--- config.mk ---
export PLATFORM = sky130hd
export DESIGN_NAME = serial_adc_readout
export DESIGN_NICKNAME = d
export VERILOG_FILES = /design/src/rtl/serial_adc_pkg.sv /design/src/rtl/sar_if.sv /design/src/rtl/sar_engine.sv /design/src/rtl/serial_adc_readout.sv
export VERILOG_INCLUDE_DIRS = /design/src /design/src/rtl
export SDC_FILE = /design/constraint.sdc
export NUM_CORES = 1
export LEC_CHECK = 0
export ABC_AREA = 1
export BUFFER_PORTS_ARGS = -buffer_cell sky130_fd_sc_hd__buf_2
export CORE_MARGIN = 1.5
export CORE_UTILIZATION = 55
export CTS_BUF_LIST = sky130_fd_sc_hd__clkbuf_4 sky130_fd_sc_hd__clkbuf_8
export CTS_CLUSTER_DIAMETER = 50
export CTS_CLUSTER_SIZE = 25
export DETAILED_ROUTE_END_ITERATION = 6
export PLACE_DENSITY = 0.81
export SYNTH_ARGS = -nofsm -noshare
export SYNTH_HDL_FRONTEND = slang
export SYNTH_SLANG_ARGS = --single-unit
--- constraint.sdc ---
create_clock -name core_clk_i -period 2.64 [get_ports core_clk_i]
set_clock_uncertainty 0.05 [all_clocks]
set_input_delay 0.264 -clock core_clk_i [delete_from_list [all_inputs] [get_ports core_clk_i]]
set_output_delay 0.264 -clock core_clk_i [all_outputs]
set_load 0.01 [all_outputs]
--- src/rtl/serial_adc_readout_consts.svh ---
// Constants for the serial converter readout block
`ifndef SERIAL_ADC_READOUT_CONSTS_SVH
`define SERIAL_ADC_READOUT_CONSTS_SVH

// ----------------------------------------
// Resolution and frame layout
// ----------------------------------------
`define RES_BITS      12     // Resolution variant: 12, 10 or 8
`define CNT_W         5      // Width of the falling-edge counter
`define LEAD_ZEROS    5'h04  // Zero bits ahead of the result
`define RES_LAST_CNT  5'h0f  // Edge count of the result LSB (4 + RES_BITS - 1)
`define FRAME_BITS    5'h10  // Bits in one serial word

// ----------------------------------------
// Reset values
// ----------------------------------------
`define SEL_RST       1'h1   // Deselected after reset
`define SCLK_RST      1'h0   // Serial clock sampled low after reset

`endif

--- src/rtl/serial_adc_pkg.sv ---
// Types shared by the serial converter readout modules
`include "serial_adc_readout_consts.svh"
package serial_adc_pkg;

  // ----------------------------------------
  // Types
  // ----------------------------------------
  typedef logic [`RES_BITS-1:0] code_t;
  typedef logic [`CNT_W-1:0]    edge_cnt_t;

  typedef enum logic [2:0] {
    ST_IDLE  = 3'b001,
    ST_FRAME = 3'b010,
    ST_DONE  = 3'b100
  } frame_state_t;

endpackage

--- src/rtl/sar_if.sv ---
// Carrier between frame control and the approximation engine
`timescale 1ns/1ns
interface sar_if;
  import serial_adc_pkg::*;

  logic  start;   // Capture sample, begin conversion
  logic  abort;   // Drop conversion, back to track
  logic  step;    // One approximation step
  code_t sample;  // Input code to capture
  logic  cmp;     // Decision of the current trial bit
  logic  last;    // Current trial is the LSB
  logic  busy;    // Conversion in progress (hold mode)

  modport engine (input start, abort, step, sample, output cmp, last, busy);
  modport ctrl   (output start, abort, step, sample, input cmp, last, busy);
endinterface

--- src/rtl/sar_engine.sv ---
// Successive-approximation engine stepped by serial clock edges
`timescale 1ns/1ns
module sar_engine
  import serial_adc_pkg::*;
(
  input wire logic core_clk_i,  // Core clock
  input wire logic rst_b_i,     // Synchronous reset, active low
  sar_if.engine    cv           // Control from the frame logic
);

  code_t held_r;
  code_t held_nxt;
  code_t result_r;
  code_t result_nxt;
  code_t mask_r;
  code_t mask_nxt;
  logic  busy_r;
  logic  busy_nxt;

  // ----------------------------------------
  // Trial decision
  // ----------------------------------------
  // Straight binary: keep the trial bit when the held input reaches it
  assign cv.cmp  = (held_r >= (result_r | mask_r));
  assign cv.last = mask_r[0];
  assign cv.busy = busy_r;

  // Next conversion state
  always_comb begin
    held_nxt   = held_r;
    result_nxt = result_r;
    mask_nxt   = mask_r;
    busy_nxt   = busy_r;
    if (cv.start) begin
      held_nxt   = cv.sample;                        // Hold the input
      result_nxt = '0;
      mask_nxt   = {1'b1, {(`RES_BITS-1){1'b0}}};
      busy_nxt   = 1'b1;
    end else if (cv.abort) begin
      busy_nxt   = 1'b0;
    end else if (cv.step && busy_r) begin
      if (cv.cmp) begin
        result_nxt = result_r | mask_r;
      end
      mask_nxt = mask_r >> 1;
      if (mask_r[0]) begin
        busy_nxt = 1'b0;                             // Back to track
      end
    end
  end

  // Conversion registers
  always_ff @(posedge core_clk_i) begin
    if (!rst_b_i) begin
      held_r   <= '0;
      result_r <= '0;
      mask_r   <= '0;
      busy_r   <= 1'b0;
    end else begin
      held_r   <= held_nxt;
      result_r <= result_nxt;
      mask_r   <= mask_nxt;
      busy_r   <= busy_nxt;
    end
  end

endmodule

--- src/rtl/serial_adc_readout.sv ---
// Serial conversion control and result readout of the converter
`timescale 1ns/1ns
module serial_adc_readout
  import serial_adc_pkg::*;
(
  input  wire logic   core_clk_i,           // Core clock, 10 MHz
  input  wire logic   rst_b_i,              // Synchronous reset, active low
  input  wire logic   sclk_i,               // Serial clock from the host
  input  wire logic   sel_b_i,              // Select, active low
  input  wire code_t  vin_code_i,           // Digitised analog input level
  output logic        serial_result_out_o,  // Serial data, output value
  output logic        serial_result_oe_o,   // Serial data, output enable
  output logic        track_o               // Sampling stage in track mode
);

  sar_if cv ();

  logic         sclk_s1_r;
  logic         sclk_s2_r;
  logic         sclk_prev_r;
  logic         sel_s1_r;
  logic         sel_s2_r;
  code_t        vin_s1_r;
  code_t        vin_s2_r;
  logic         sclk_fall;
  frame_state_t state_r;
  frame_state_t state_nxt;
  edge_cnt_t    cnt_r;
  edge_cnt_t    cnt_nxt;
  logic         out_r;
  logic         out_nxt;

  // ----------------------------------------
  // Pin synchronisers
  // ----------------------------------------
  // Two flops on every pin; edge detect compares the second with a third serial clock flop
  // Code input is a multi-bit pin: hold it steady around select
  // Each serial clock phase must span at least three core cycles
  always_ff @(posedge core_clk_i) begin
    if (!rst_b_i) begin
      sclk_s1_r   <= `SCLK_RST;
      sclk_s2_r   <= `SCLK_RST;
      sclk_prev_r <= `SCLK_RST;
      sel_s1_r    <= `SEL_RST;
      sel_s2_r    <= `SEL_RST;
      vin_s1_r    <= '0;
      vin_s2_r    <= '0;
    end else begin
      sclk_s1_r   <= sclk_i;
      sclk_s2_r   <= sclk_s1_r;
      sclk_prev_r <= sclk_s2_r;
      sel_s1_r    <= sel_b_i;
      sel_s2_r    <= sel_s1_r;
      vin_s1_r    <= vin_code_i;
      vin_s2_r    <= vin_s1_r;
    end
  end

  assign sclk_fall = sclk_prev_r & ~sclk_s2_r;

  // ----------------------------------------
  // Frame control
  // ----------------------------------------
  // Frame timeline in serial clock falls:
  //   select low: conversion starts, first leading zero out
  //   falls 1 to 3: remaining leading zeros
  //   falls 4 to result LSB: one decision each, shifted out at once
  //   falls after the LSB: pad zeros for shorter variants
  //   fall 16: word complete, line released
  // Select high at any point drops the conversion and the line
  // Next frame state, edge count, serial bit and engine commands
  always_comb begin
    state_nxt = state_r;
    cnt_nxt   = cnt_r;
    out_nxt   = out_r;
    cv.start  = 1'b0;
    cv.abort  = 1'b0;
    cv.step   = 1'b0;
    cv.sample = vin_s2_r;
    case (state_r)
      ST_IDLE: begin
        if (!sel_s2_r) begin                        // Select low
          state_nxt = ST_FRAME;
          cnt_nxt   = '0;
          out_nxt   = 1'b0;                         // First leading zero
          cv.start  = 1'b1;
        end
      end
      ST_FRAME: begin
        if (sel_s2_r) begin                         // Released early
          state_nxt = ST_IDLE;
          cv.abort  = 1'b1;
        end else if (sclk_fall) begin
          cnt_nxt = cnt_r + 5'h01;
          out_nxt = 1'b0;                           // Lead and pad zeros
          if ((cnt_nxt >= `LEAD_ZEROS) && (cnt_nxt <= `RES_LAST_CNT)) begin
            cv.step = 1'b1;
            out_nxt = cv.cmp;                       // Result bit, MSB first
          end
          if (cnt_nxt == `FRAME_BITS) begin
            state_nxt = ST_DONE;                    // Word complete
          end
        end
      end
      ST_DONE: begin
        if (sel_s2_r) begin
          state_nxt = ST_IDLE;
        end
      end
      default: begin
        state_nxt = ST_IDLE;
        cv.abort  = 1'b1;
      end
    endcase
  end

  // Frame registers
  always_ff @(posedge core_clk_i) begin
    if (!rst_b_i) begin
      state_r <= ST_IDLE;
      cnt_r   <= '0;
      out_r   <= 1'b0;
    end else begin
      state_r <= state_nxt;
      cnt_r   <= cnt_nxt;
      out_r   <= out_nxt;
    end
  end

  // ----------------------------------------
  // Approximation engine
  // ----------------------------------------
  // Stepped by the same falls that shift the word out
  sar_engine u_engine (
    .core_clk_i (core_clk_i),
    .rst_b_i    (rst_b_i),
    .cv         (cv)
  );

  // ----------------------------------------
  // Outputs
  // ----------------------------------------
  assign serial_result_out_o = out_r;
  assign serial_result_oe_o  = (state_r == ST_FRAME);
  assign track_o             = ~cv.busy;
endmodule

-- Yosys cells after proc, flatten, opt, wreduce, memory -nomap -nowiden
Cells that the tools add are included.
W data, S select, Z words.
- add/sub/neg operators: 1
- $lt $le $gt $ge: 3
- equality and inequality tests: 11
- multiplexer cells: 30
- bitwise operators: 6
- reductions and logical operators: 14
- operators by type and width (operator ; number):
    $mux W12 ; 3
    $mux W1 ; 15
    $mux W3 ; 5
    $mux W5 ; 3
    $ge A12 B12 Y1 ; 1
    $or A12 B12 Y12 ; 1
    $pmux W5 S2 ; 1
    $pmux W3 S3 ; 1
    $ne A2 B2 Y1 const B ; 4
    $reduce_and A4 Y1 ; 2
    $ne A3 B1 Y1 const B ; 2
    $reduce_and A2 Y1 ; 3
    $reduce_bool A3 Y1 ; 2
    $add A5 B1 Y5 const B ; 1
    $eq A5 B5 Y1 const B ; 1
    $ge A5 B3 Y1 const B ; 1
    $le A5 B4 Y1 const B ; 1
    $not A1 Y1 ; 4
    $pmux W1 S2 ; 2
    $reduce_bool A2 Y1 ; 2
    $reduce_or A2 Y1 ; 2
    $eq A3 B1 Y1 const B ; 1
    $eq A3 B2 Y1 const B ; 1
    $eq A3 B3 Y1 const B ; 1
    4 further kinds ; 5
- bits in registers: 75
- bits of input ports: 16
- output and inout bits: 3
- word-level logic and storage cells: 80

-- Logic depth before layout (Yosys ltp)
Gate-level depths: netlist of the first run.
- depth in word-level cells: 11
- gate-level depth with buffers: 12
- gate-level depth less buffers: 11

-- Cells and area by module
A second synthesis of the first run with hierarchy kept.
- cell total of the unflattened synthesis: 413
- area total of the unflattened synthesis: 3049.2 um^2
- by module, submodules not included (module ; instances ; cells an instance ; area an instance (um^2) ; sequential area each (um^2)):
    sar_engine ; 1 ; 232 ; 1650.3 ; 740.7
    serial_adc_readout ; 1 ; 181 ; 1398.8 ; 760.7

-- Worst setup path after synthesis of the first run
OpenSTA, ideal clock, no wires.
- path kind: register to register
- start: reg cnt_r[0]
- end: reg u_engine.mask_r[4]
- setup time: 0.116 ns
- data arrival time: 1.493 ns
- required time: 2.474 ns
- path slack: 0.981 ns
- stages on the path, launching flop included: 13
- buffers on the path: 1
- period minus slack after synthesis: 1.659 ns
- path through: dfxtp_1 inv_1 ha_1 inv_1 nand2_1 nor2_1 nand2_1 nand3_4 nor2_8 inv_2 buf_6 nor2_1 nor2_1
- longest elaborated chain between the ends: 9
- elaborated cells between the ends (all ways): 10
- those cells by class: add/sub (1); order compare (2); mux (4); reduce/logical (3)
- ends and longest elaborated chain (element ; line ; RTL):
    start, declared ; serial_adc_readout.sv:28 ; edge_cnt_t cnt_r;
    start signal, assigned ; serial_adc_readout.sv:125 ; cnt_r <= cnt_nxt;
    $add A5 B1 Y5 (*) ; serial_adc_readout.sv:94 ; cnt_nxt = cnt_r + 5'h01;
    $ge A5 B3 Y1 (no source line) or $le A5 B4 Y1 (tied branches) ; - ;
    $logic_and A1 B1 Y1 (*) ; serial_adc_readout.sv:96 ; if ((cnt_nxt >= `LEAD_ZEROS) && (cnt_nxt <= `RES_LAST_CNT)) begin
    $mux W1 (*) ; serial_adc_readout.sv:96 ;
    $mux W1 (*) ; serial_adc_readout.sv:93 ; end else if (sclk_fall) begin
    $mux W1 (*) ; serial_adc_readout.sv:90 ; if (sel_s2_r) begin
    $mux W1 (*) ; serial_adc_readout.sv:80 ; case (state_r)
    $logic_and A1 B1 Y1 (*) ; sar_engine.sv:41 ; end else if (cv.step && busy_r) begin
    $reduce_and A2 Y1 (no source line) (*) ; - ;
    end signal, assigned ; sar_engine.sv:62 ; mask_r <= mask_nxt;
    end, declared ; sar_engine.sv:15 ; code_t mask_r;
Every way passes the cells marked *; elsewhere a longest branch is shown, timed or not.
A chain may end at the register's enable or synchronous reset.

-- Worst setup path after layout of the first run
- start: reg state_r[2]
- end: reg u_engine.result_r[2]
- longest elaborated chain between the ends: 5
- elaborated cells between the ends (all ways): 11
- those cells by class: eq/ne (3); mux (3); bitwise (1); reduce/logical (4)
- ends and longest elaborated chain (element ; line ; RTL):
    start, declared ; serial_adc_readout.sv:26 ; frame_state_t state_r;
    start signal, assigned ; serial_adc_readout.sv:124 ; state_r <= state_nxt;
    $eq A3 B3 Y1 or $eq A3 B1 Y1 (tied branches) ; serial_adc_readout.sv:80 ;
    $reduce_or A2 Y1 (no source line) ; - ;
    $pmux W1 S2 ; serial_adc_readout.sv:80 ;
    $not A1 Y1 (no source line) ; - ;
    $reduce_and A3 Y1 (no source line) ; - ;
    end signal, assigned ; sar_engine.sv:61 ; result_r <= result_nxt;
    end, declared ; sar_engine.sv:13 ; code_t result_r;
Several ways; a longest one is shown, not always the timed one.

==> flow_summary_export.csv, run 1 <==
group,metric,value,unit
timing,fmax,0.4340,GHz
die,initial_core_util,0.5681,
yosys,ys_ff_latch,75,
place,place_ws,0.3693,ns
cells_and_area,fin_util,0.6390,
pwr,peakVddDrop,0.5609,mV
timing,final.period_utilization,0.8728,
critical_path,reg2regPathDepth,7,
drt,drt.antenna.violating_nets,0,
yosys,postSynthCellCount,404,
timing,fin_tns_setup,0,ns
place,hpwl,3726,µm
job,cap_violations,0,
pwr,p_sw,631.2,µW
yosys,yosys.area.top_type,"dfxtp_1",
place,place_area,3247,µm²
yosys,ys_warn_count,0,
drt,num_vias,2396,
drt,vias_per_cell,4.782,
cts,clock-sinks,75,
critical_path,r2r-end,"u_engine.result_r[2]",
place,gp_congestion,0.8139,
cts,htreeDepth,3,
timing,final-setup-viol-count,0,
drt,drtIter0Drc,139,
cells_and_area,num-fill-cells,490,
yosys,synth-compound-area-share,0.1091,
yosys,syn_nets,435,
drt,drt_wl_total,5336,µm
run_status,status,"finished, final reports clean",
die,row_count,27,
pwr,total_power,2.573,mW
cts,cts_inserted_buffers,9,
yosys,synthXorXnorAreaFrac,0,
cts,cts_tree,"built",
pwr,p_leak,1.700,nW
yosys,synth_top_family_by_area,"simple AND/OR/NAND/NOR gates",
pwr,seqPwrFrac,0.471,
timing,tightest_slew,0.6689,ns
yosys,muxShareOfSynthArea,0,
die,ios,19,
timing,period_minus_slack,2.304,ns
critical_path,path_max_fanout,13,
yosys,netlist_top_cells_area,"dfxtp_1 (48%), nand2_1 (11%), inv_1 (7.6%), ha_1 (6.0%), nor2_1 (5.9%)",
place,port_buffers,18,
grt,grt_usage,0.2003,
grt,antenna_found_initial,0,
cts,root_buffer,"clkbuf_8",
cells_and_area,layout-drive-gt1-share,0.1492,
yosys,yosys-top-cells-count,"nand2_1 (93), dfxtp_1 (75), inv_1 (63)",
pwr,switching_share,0.2453,
yosys,synth_fa_ha_area_frac,0.06036,
yosys,synth_edf_count,0,
yosys,synthArstFlopShare,0,
hold_path,hold_start,"vin_code_i[7]",
critical_path,r2r_slack,0.34,ns
timing,maxSlewHeadroom,0.5524,
timing,slew_viol_final,0,
cts,cts_resized,0,
yosys,ys_types,29,
drt,drcViolationCount,0,
cells_and_area,diodes,0,
grt,grt_pass1_vias,2254,
die,core,5473,µm²
grt,grt_overflow,0,
drt,wire_per_inst,10.65,µm
cts,clk-insertion-delay-late,0.35,ns
critical_path,cp-start-kind,"flip-flop",
yosys,synth.most_common_cell,"nand2_1",
cells_and_area,fin_nets,455,
die,fp.dieH,78.19,µm
timing,hold_violations,0,
yosys,synth_flop_cell,"dfxtp_1",
pwr,p_clk_frac,0.416,
drt,drt_first_pass_iters,4,
cts,clkTransAtPathRegs,0.08,ns
cts,postCtsSetupRepairBufs,0,
pwr,p_per_area,735.7,nW/µm²
yosys,yosysTopAreaCellShare,0.4829,
critical_path,crit_arrival,2.52,ns
hold_path,hold_end,"vin_s1_r[7]",
cells_and_area,stdcell_area,3497,µm²
grt,grt_max_degree,42,
critical_path,critical_path_class,"flip-flop to flip-flop",
grt,grt_pass1_wl,9556,µm
critical_path,end_kind,"flip-flop",
die,dieArea,6113,µm²
pwr,internal-power,1.942,mW
yosys,synth_simple_gate_area_frac,0.2406,
yosys,synth_area,3109,µm²
cts,cts_hold_buf,0,
yosys,avgSynthCellArea,7.696,µm²
hold_path,holdCritPathClass,"input pin to flip-flop",
hold_path,whs_path_depth,3,
cts,cts.path.max_buffers,2,
cells_and_area,synthToLayoutAreaGrowth,12.47,%
timing,rsz0062_at_grt,"no",
pwr,comb_power_share,0.113,
critical_path,r2r_start,"state_r[2]",
die,dieWidth,78.19,µm
critical_path,required,2.86,ns
timing,setup_slack,0.3357,ns
yosys,seq_area_frac_synth,0.4829,
[final cells by class]
| class | count | area [µm²] | share of cell area |
|---|---|---|---|
| flip-flops and latches | 75 | 1501 | 0.4293 |
| multi-input cells | 247 | 1275 | 0.3646 |
| inverters | 70 | 267.8 | 0.07657 |
| clock buffers | 10 | 137.6 | 0.03936 |
| clock inverters | 6 | 112.6 | 0.03220 |
| repair buffers | 21 | 112.6 | 0.03220 |
| well taps | 72 | 90.09 | 0.02576 |
[logic make-up after synthesis]
family                     Yosys count
and+or+nand+nor                    172
buffers and inverters               82
DFF                                 75
AOI/OAI and AO/OA                   60
adders and majority gates           15
[sequential cells by signal (all words and copies together), names as in the netlist, 3 cells and up]
| signal | cells |
|---|---|
| cnt_r | 5 |
| u_engine.held_r | 12 |
| state_r | 3 |
| cv.sample | 12 |
| u_engine.mask_r | 12 |
| vin_s1_r | 12 |
| u_engine.result_r | 12 |
[worst max-delay path, stage by stage, from the launching register on]
cell and delay, ns:
dfxtp_1 0.38, nor3_1 0.09, inv_1 0.09, nor2_2 0.04, buf_4 0.17, nor2_1 0.52, clkinv_1 0.61, a21oi_1 0.27
[worst max path at each step]
| stage | start | end | slack, ns | cells after the start |
|---|---|---|---|---|
| after floorplan | cnt_r[0] | u_engine.mask_r[4] | 0.98 | 12 |
| after global placement | state_r[2] | u_engine.result_r[3] | 0.51 | 7 |
| after detailed placement | state_r[2] | u_engine.result_r[2] | 0.37 | 7 |
| after CTS | state_r[2] | u_engine.result_r[2] | 0.34 | 7 |
| after global routing | state_r[1] | u_engine.result_r[2] | 0.12 | 7 |
| final | state_r[2] | u_engine.result_r[2] | 0.34 | 7 |
[metal layers]
layer | wire length [µm] | GRT usage | share of wire
met2 | 2448 | 0.3209 | 0.46
met1 | 2545 | 0.2467 | 0.48
met5 | 0 | 0 | 0
met4 | 110 | 0.09464 | 0.021
met3 | 232 | 0.06047 | 0.043
[power by group through the flow]
stage / Combinational [mW] / Clock, mW / Sequential (mW)
2_1_floorplan: 0.226 / 0 / 1.23
3_3_place_gp: 0.277 / 0 / 1.24
3_5_place_dp: 0.291 / 0 / 1.24
4_1_cts: 0.293 / 1.09 / 1.21
5_1_grt: 0.342 / 1.14 / 1.22
6_report: 0.290 / 1.07 / 1.21
[through the flow]
step | hold slack (ns) | std cells
2_1_floorplan | 0.3116 | 404
3_5_place_dp | 0.3465 | 485
6_report | 0.03939 | 501
3_3_place_gp | 0.3423 | 485
4_1_cts | 0.02227 | 501
5_1_grt | 0.02775 | 501
[layout by cell type (no fill, tap or decap), drive strengths merged]
cell and count:
o211ai 1, nand2 96, nor2 52, buf 21
bufinv 3, clkbuf 10, clkinv 5, ha 15
o21ai 24, nand4 6, nand3 14, a211oi 1
inv 68, a21oi 34, dfxtp 75, nor3 1
or2 3
No activity file was read; power rests on OpenSTA's default activity.
==> inputs of run 2 (changes only) <==
--- a/config.mk
+++ b/config.mk
@@ -15,6 +15,7 @@
 export CTS_CLUSTER_SIZE = 25
 export DETAILED_ROUTE_END_ITERATION = 6
 export PLACE_DENSITY = 0.81
+export RECOVER_POWER = 100
 export SYNTH_ARGS = -nofsm -noshare
 export SYNTH_HDL_FRONTEND = slang
 export SYNTH_SLANG_ARGS = --single-unit
==> flow_summary_export.csv, run 2 (synthesized netlist as in run 1, its figures left out) <==
group,metric,value,unit
cts,htreeDepth,3,
cells_and_area,seq_area,1501,µm²
die,dieArea,6113,µm²
drt,drt_wl_total,5332,µm
drt,drcViolationCount,0,
die,initial_core_util,0.5681,
grt,grt_pass1_vias,2254,
die,core,5473,µm²
cts,cts_resized,0,
pwr,seqPwrFrac,0.472,
cells_and_area,final_cell_count_no_fill,501,
cells_and_area,diodes,0,
critical_path,r2r_start,"cnt_r[0]",
drt,wire_per_inst,10.64,µm
drt,drtIter0Drc,122,
timing,slew_viol_final,0,
critical_path,end_kind,"flip-flop",
timing,final.period_utilization,0.8577,
cells_and_area,final_cell_mix,"nand2_1 (93), dfxtp_1 (75), inv_1 (64), nor2_1 (49), a21oi_1 (33)",
die,ios,19,
pwr,p_per_area,747.2,nW/µm²
cts,cts_tree,"built",
critical_path,crit_arrival,2.46,ns
timing,fmax,0.4416,GHz
drt,vias_per_cell,4.834,
grt,grt_pass1_wl,9556,µm
critical_path,cp-start-kind,"flip-flop",
pwr,p_leak,1.654,nW
cts,clock-sinks,75,
cells_and_area,final_common_cell,"nand2_1",
place,hpwl,3726,µm
timing,period_minus_slack,2.264,ns
drt,drt_first_pass_iters,4,
grt,grt_usage,0.2003,
job,cap_violations,0,
place,place_inst,485,
drt,drt.antenna.violating_nets,0,
run_status,status,"finished, final reports clean",
grt,grt_max_degree,42,
critical_path,path_max_fanout,16,
grt,antenna_found_initial,0,
cells_and_area,fin_nets,455,
timing,maxSlewHeadroom,0.03434,
cells_and_area,num-fill-cells,502,
cts,cts_inserted_buffers,9,
cts,cts.path.max_buffers,2,
timing,final-setup-viol-count,0,
die,row_count,27,
pwr,internal-power,1.938,mW
hold_path,hold_start,"vin_code_i[7]",
grt,grt_overflow,0,
drt,num_vias,2422,
cells_and_area,layout-drive-gt1-share,0.1142,
cts,clk-insertion-delay-late,0.35,ns
cts,clkTransAtPathRegs,0.08,ns
pwr,p_sw,627.8,µW
timing,fin_tns_setup,0,ns
die,dieWidth,78.19,µm
timing,hold_violations,0,
cts,root_buffer,"clkbuf_8",
pwr,total_power,2.566,mW
pwr,peakVddDrop,0.5626,mV
cells_and_area,synthToLayoutAreaGrowth,10.46,%
critical_path,required,2.83,ns
cts,postCtsSetupRepairBufs,0,
pwr,p_clk_frac,0.418,
timing,rsz0062_at_grt,"no",
place,gp_congestion,0.8139,
die,fp.dieH,78.19,µm
pwr,switching_share,0.2446,
cells_and_area,multiInputGateArea,1226,µm²
place,port_buffers,18,
timing,tightest_slew,1.448,ns
pwr,comb_power_share,0.111,
critical_path,startpoint,"cnt_r[0]",
hold_path,holdCritPathClass,"input pin to flip-flop",
cts,cts_hold_buf,0,
critical_path,critical_path_class,"flip-flop to flip-flop",
run 2: worst max-delay path: stages (launching register included):
cell and delay (ns):
dfxtp_1 0.42, inv_1 0.10, ha_1 0.28, inv_1 0.04
nand2_1 0.06, nor2_1 0.04, nand2_1 0.12, nand3_4 0.08
nor2_2 0.50, inv_2 0.24, nor2_1 0.15, nor2_1 0.06
run 2: per-stage QoR:
stage            util  area (µm²)  hold WS, ns  worst slack [ns]
5_1_grt        0.6276        3435      0.02775           0.07254
3_3_place_gp   0.5933        3247       0.3423            0.5130
4_1_cts        0.6390        3497      0.02227            0.3445
6_report       0.6276        3435      0.04203            0.3756
3_5_place_dp   0.5933        3247       0.3465            0.3693
2_1_floorplan       -        3109       0.3116            0.9811
run 2: layer usage:
metal,global-route usage,part of all wire,vias up
met5,0,0,-
met4,0.09464,0.021,0
met3,0.06047,0.042,9
met2,0.3209,0.46,47
met1,0.2467,0.48,1084
li1,-,-,1282
run 2: final timing paths:
path / depth (start not counted) / end / slack (ns)
worst max-delay path: 11 / u_engine.mask_r[5] / 0.38
worst min-delay path: 3 / vin_s1_r[7] / 0.04
worst max register to register: 11 / u_engine.mask_r[5] / 0.38
worst min register to register: 2 / cv.sample[10] / 0.36
run 2: area by class of cell:
cell class,count,share of cell area
flip-flops and latches,75,0.4372
multi-input cells,247,0.3570
inverters,70,0.07796
clock buffers,10,0.04007
clock inverters,6,0.03279
repair buffers,21,0.02878
well taps,72,0.02623
run 2: power groups by stage:
stage                     registers (mW)  logic, mW  clock network (mW)
after global routing                1.22      0.335                1.14
after global placement              1.24      0.277                   0
after CTS                           1.21      0.293                1.09
after floorplan                     1.23      0.226                   0
after detailed placement            1.24      0.291                   0
final                               1.21      0.285                1.07
==> inputs of run 3 (changes only) <==
--- a/config.mk
+++ b/config.mk
@@ -15,7 +15,7 @@
 export CTS_CLUSTER_SIZE = 25
 export DETAILED_ROUTE_END_ITERATION = 6
 export PLACE_DENSITY = 0.81
-export RECOVER_POWER = 100
+export RECOVER_POWER = 50
 export SYNTH_ARGS = -nofsm -noshare
 export SYNTH_HDL_FRONTEND = slang
 export SYNTH_SLANG_ARGS = --single-unit
==> flow_summary_export.csv, run 3 (synthesized netlist as in run 1, its figures left out) <==
group,metric,value,unit
run_status,status,"finished, final reports clean",
grt,antenna_found_initial,0,
place,place_inst,485,
pwr,p_per_area,739.0,nW/µm²
timing,hold_violations,0,
critical_path,startpoint,"state_r[2]",
timing,fin_tns_setup,0,ns
timing,final-setup-viol-count,0,
timing,period_minus_slack,2.287,ns
grt,grt_pass1_wl,9556,µm
timing,hold_ws,0.04019,ns
timing,tightest_slew,1.461,ns
drt,drtIter0Drc,132,
drt,drt_wl_total,5337,µm
timing,fmax,0.4372,GHz
pwr,peakVddDrop,0.5629,mV
die,dieWidth,78.19,µm
cts,htreeDepth,3,
cts,clock-sinks,75,
cts,root_buffer,"clkbuf_8",
cts,cts_resized,0,
critical_path,worstSetupEndpoint,"u_engine.result_r[2]",
place,hpwl,3726,µm
grt,grt_pass1_vias,2254,
cells_and_area,fin_nets,455,
drt,drt.antenna.violating_nets,0,
critical_path,end_kind,"flip-flop",
cts,postCtsSetupRepairBufs,0,
drt,num_vias,2406,
cells_and_area,final_common_cell,"nand2_1",
die,core,5473,µm²
job,cap_violations,0,
hold_path,holdCritPathClass,"input pin to flip-flop",
timing,slew_viol_final,0,
timing,rsz0062_at_grt,"no",
cts,cts_hold_buf,0,
cells_and_area,layout-drive-gt1-share,0.1329,
cts,cts_inserted_buffers,9,
die,fp.dieH,78.19,µm
critical_path,reg2regPathDepth,7,
critical_path,crit_arrival,2.51,ns
cells_and_area,fin_util,0.6360,
cts,clk-insertion-delay-late,0.35,ns
critical_path,r2r-end,"u_engine.result_r[2]",
pwr,total_power,2.572,mW
die,ios,19,
grt,grt_max_degree,42,
cts,clkTransAtPathRegs,0.08,ns
drt,vias_per_cell,4.802,
critical_path,r2r_start,"state_r[2]",
cells_and_area,final_cell_mix,"nand2_1 (93), dfxtp_1 (75), inv_1 (64), nor2_1 (49), a21oi_1 (25)",
timing,maxSlewHeadroom,0.02590,
critical_path,required,2.86,ns
pwr,p_leak,1.684,nW
critical_path,r2r_slack,0.35,ns
cells_and_area,final_cell_count_no_fill,501,
die,initial_core_util,0.5681,
critical_path,cp-start-kind,"flip-flop",
grt,grt_usage,0.2003,
critical_path,critical_path_class,"flip-flop to flip-flop",
die,dieArea,6113,µm²
grt,grt_overflow,0,
cts,cts.path.max_buffers,2,
place,gp_congestion,0.8139,
cells_and_area,synthToLayoutAreaGrowth,11.95,%
place,port_buffers,18,
timing,final.period_utilization,0.8664,
cts,cts_tree,"built",
cells_and_area,diodes,0,
drt,wire_per_inst,10.65,µm
drt,drt_first_pass_iters,4,
drt,drcViolationCount,0,
critical_path,path_max_fanout,13,
die,row_count,27,
[run 3: cell types whose count changed in the layout (fill, tap and decap cells not counted)]
cell	before	now
clkbuf_2	1	0
nor2_8	0	1
o21ai_1	0	2
buf_4	0	1
a21oi_1	33	25
a21oi_2	1	9
nor2_2	2	1
o21ai_0	24	22
[run 3: area by class of cell]
| class | count | area [µm²] |
|---|---|---|
| Tap cell | 72 | 90.09 |
| Inverter | 70 | 267.8 |
| Sequential cell | 75 | 1501 |
| Multi-Input combinational cell | 247 | 1270 |
| Timing Repair Buffer | 21 | 101.3 |
| Clock buffer | 10 | 137.6 |
| Fill cell | 495 | 1992 |
| Clock inverter | 6 | 112.6 |
[run 3: metal layers]
layer  track usage  part of all wire  vias up
li1              -                 -     1283
met1        0.2467              0.47     1067
met2        0.3209              0.46       49
met3       0.06047             0.048        7
met4       0.09464             0.021        0
met5             0                 0        -
[run 3: how the worst min path moves through the flow]
stage	to	slack, ns	startpoint	depth (start not counted)
6_report	vin_s1_r[7]	0.04	vin_code_i[7]	3
5_1_grt	vin_s1_r[11]	0.03	vin_code_i[11]	3
4_1_cts	vin_s1_r[7]	0.02	vin_code_i[7]	3
3_5_place_dp	cv.sample[9]	0.35	vin_s1_r[9]	2
3_3_place_gp	cv.sample[4]	0.34	vin_s1_r[4]	2
2_1_floorplan	sclk_s1_r	0.31	sclk_i	2
[run 3: through the flow]
stage	area, µm²	setup WS, ns
CTS	3497	0.3445
detailed placement	3247	0.3693
finish	3481	0.3528
global route	3481	0.1386
floorplan	3109	0.9811
global placement	3247	0.5130
[run 3: power breakdown]
part           switching (mW)  internal (mW)  total (mW)
registers              0.0262           1.18        1.21
logic                   0.188          0.100       0.288
clock network           0.418          0.655        1.07
total                   0.633           1.94        2.57
[run 3: critical path: stages (launching register included)]
cell and delay, ns:
dfxtp_1 0.37, nor3_1 0.09, inv_1 0.09, nor2_2 0.04
buf_4 0.17, nor2_1 0.52, clkinv_1 0.61, a21oi_1 0.27
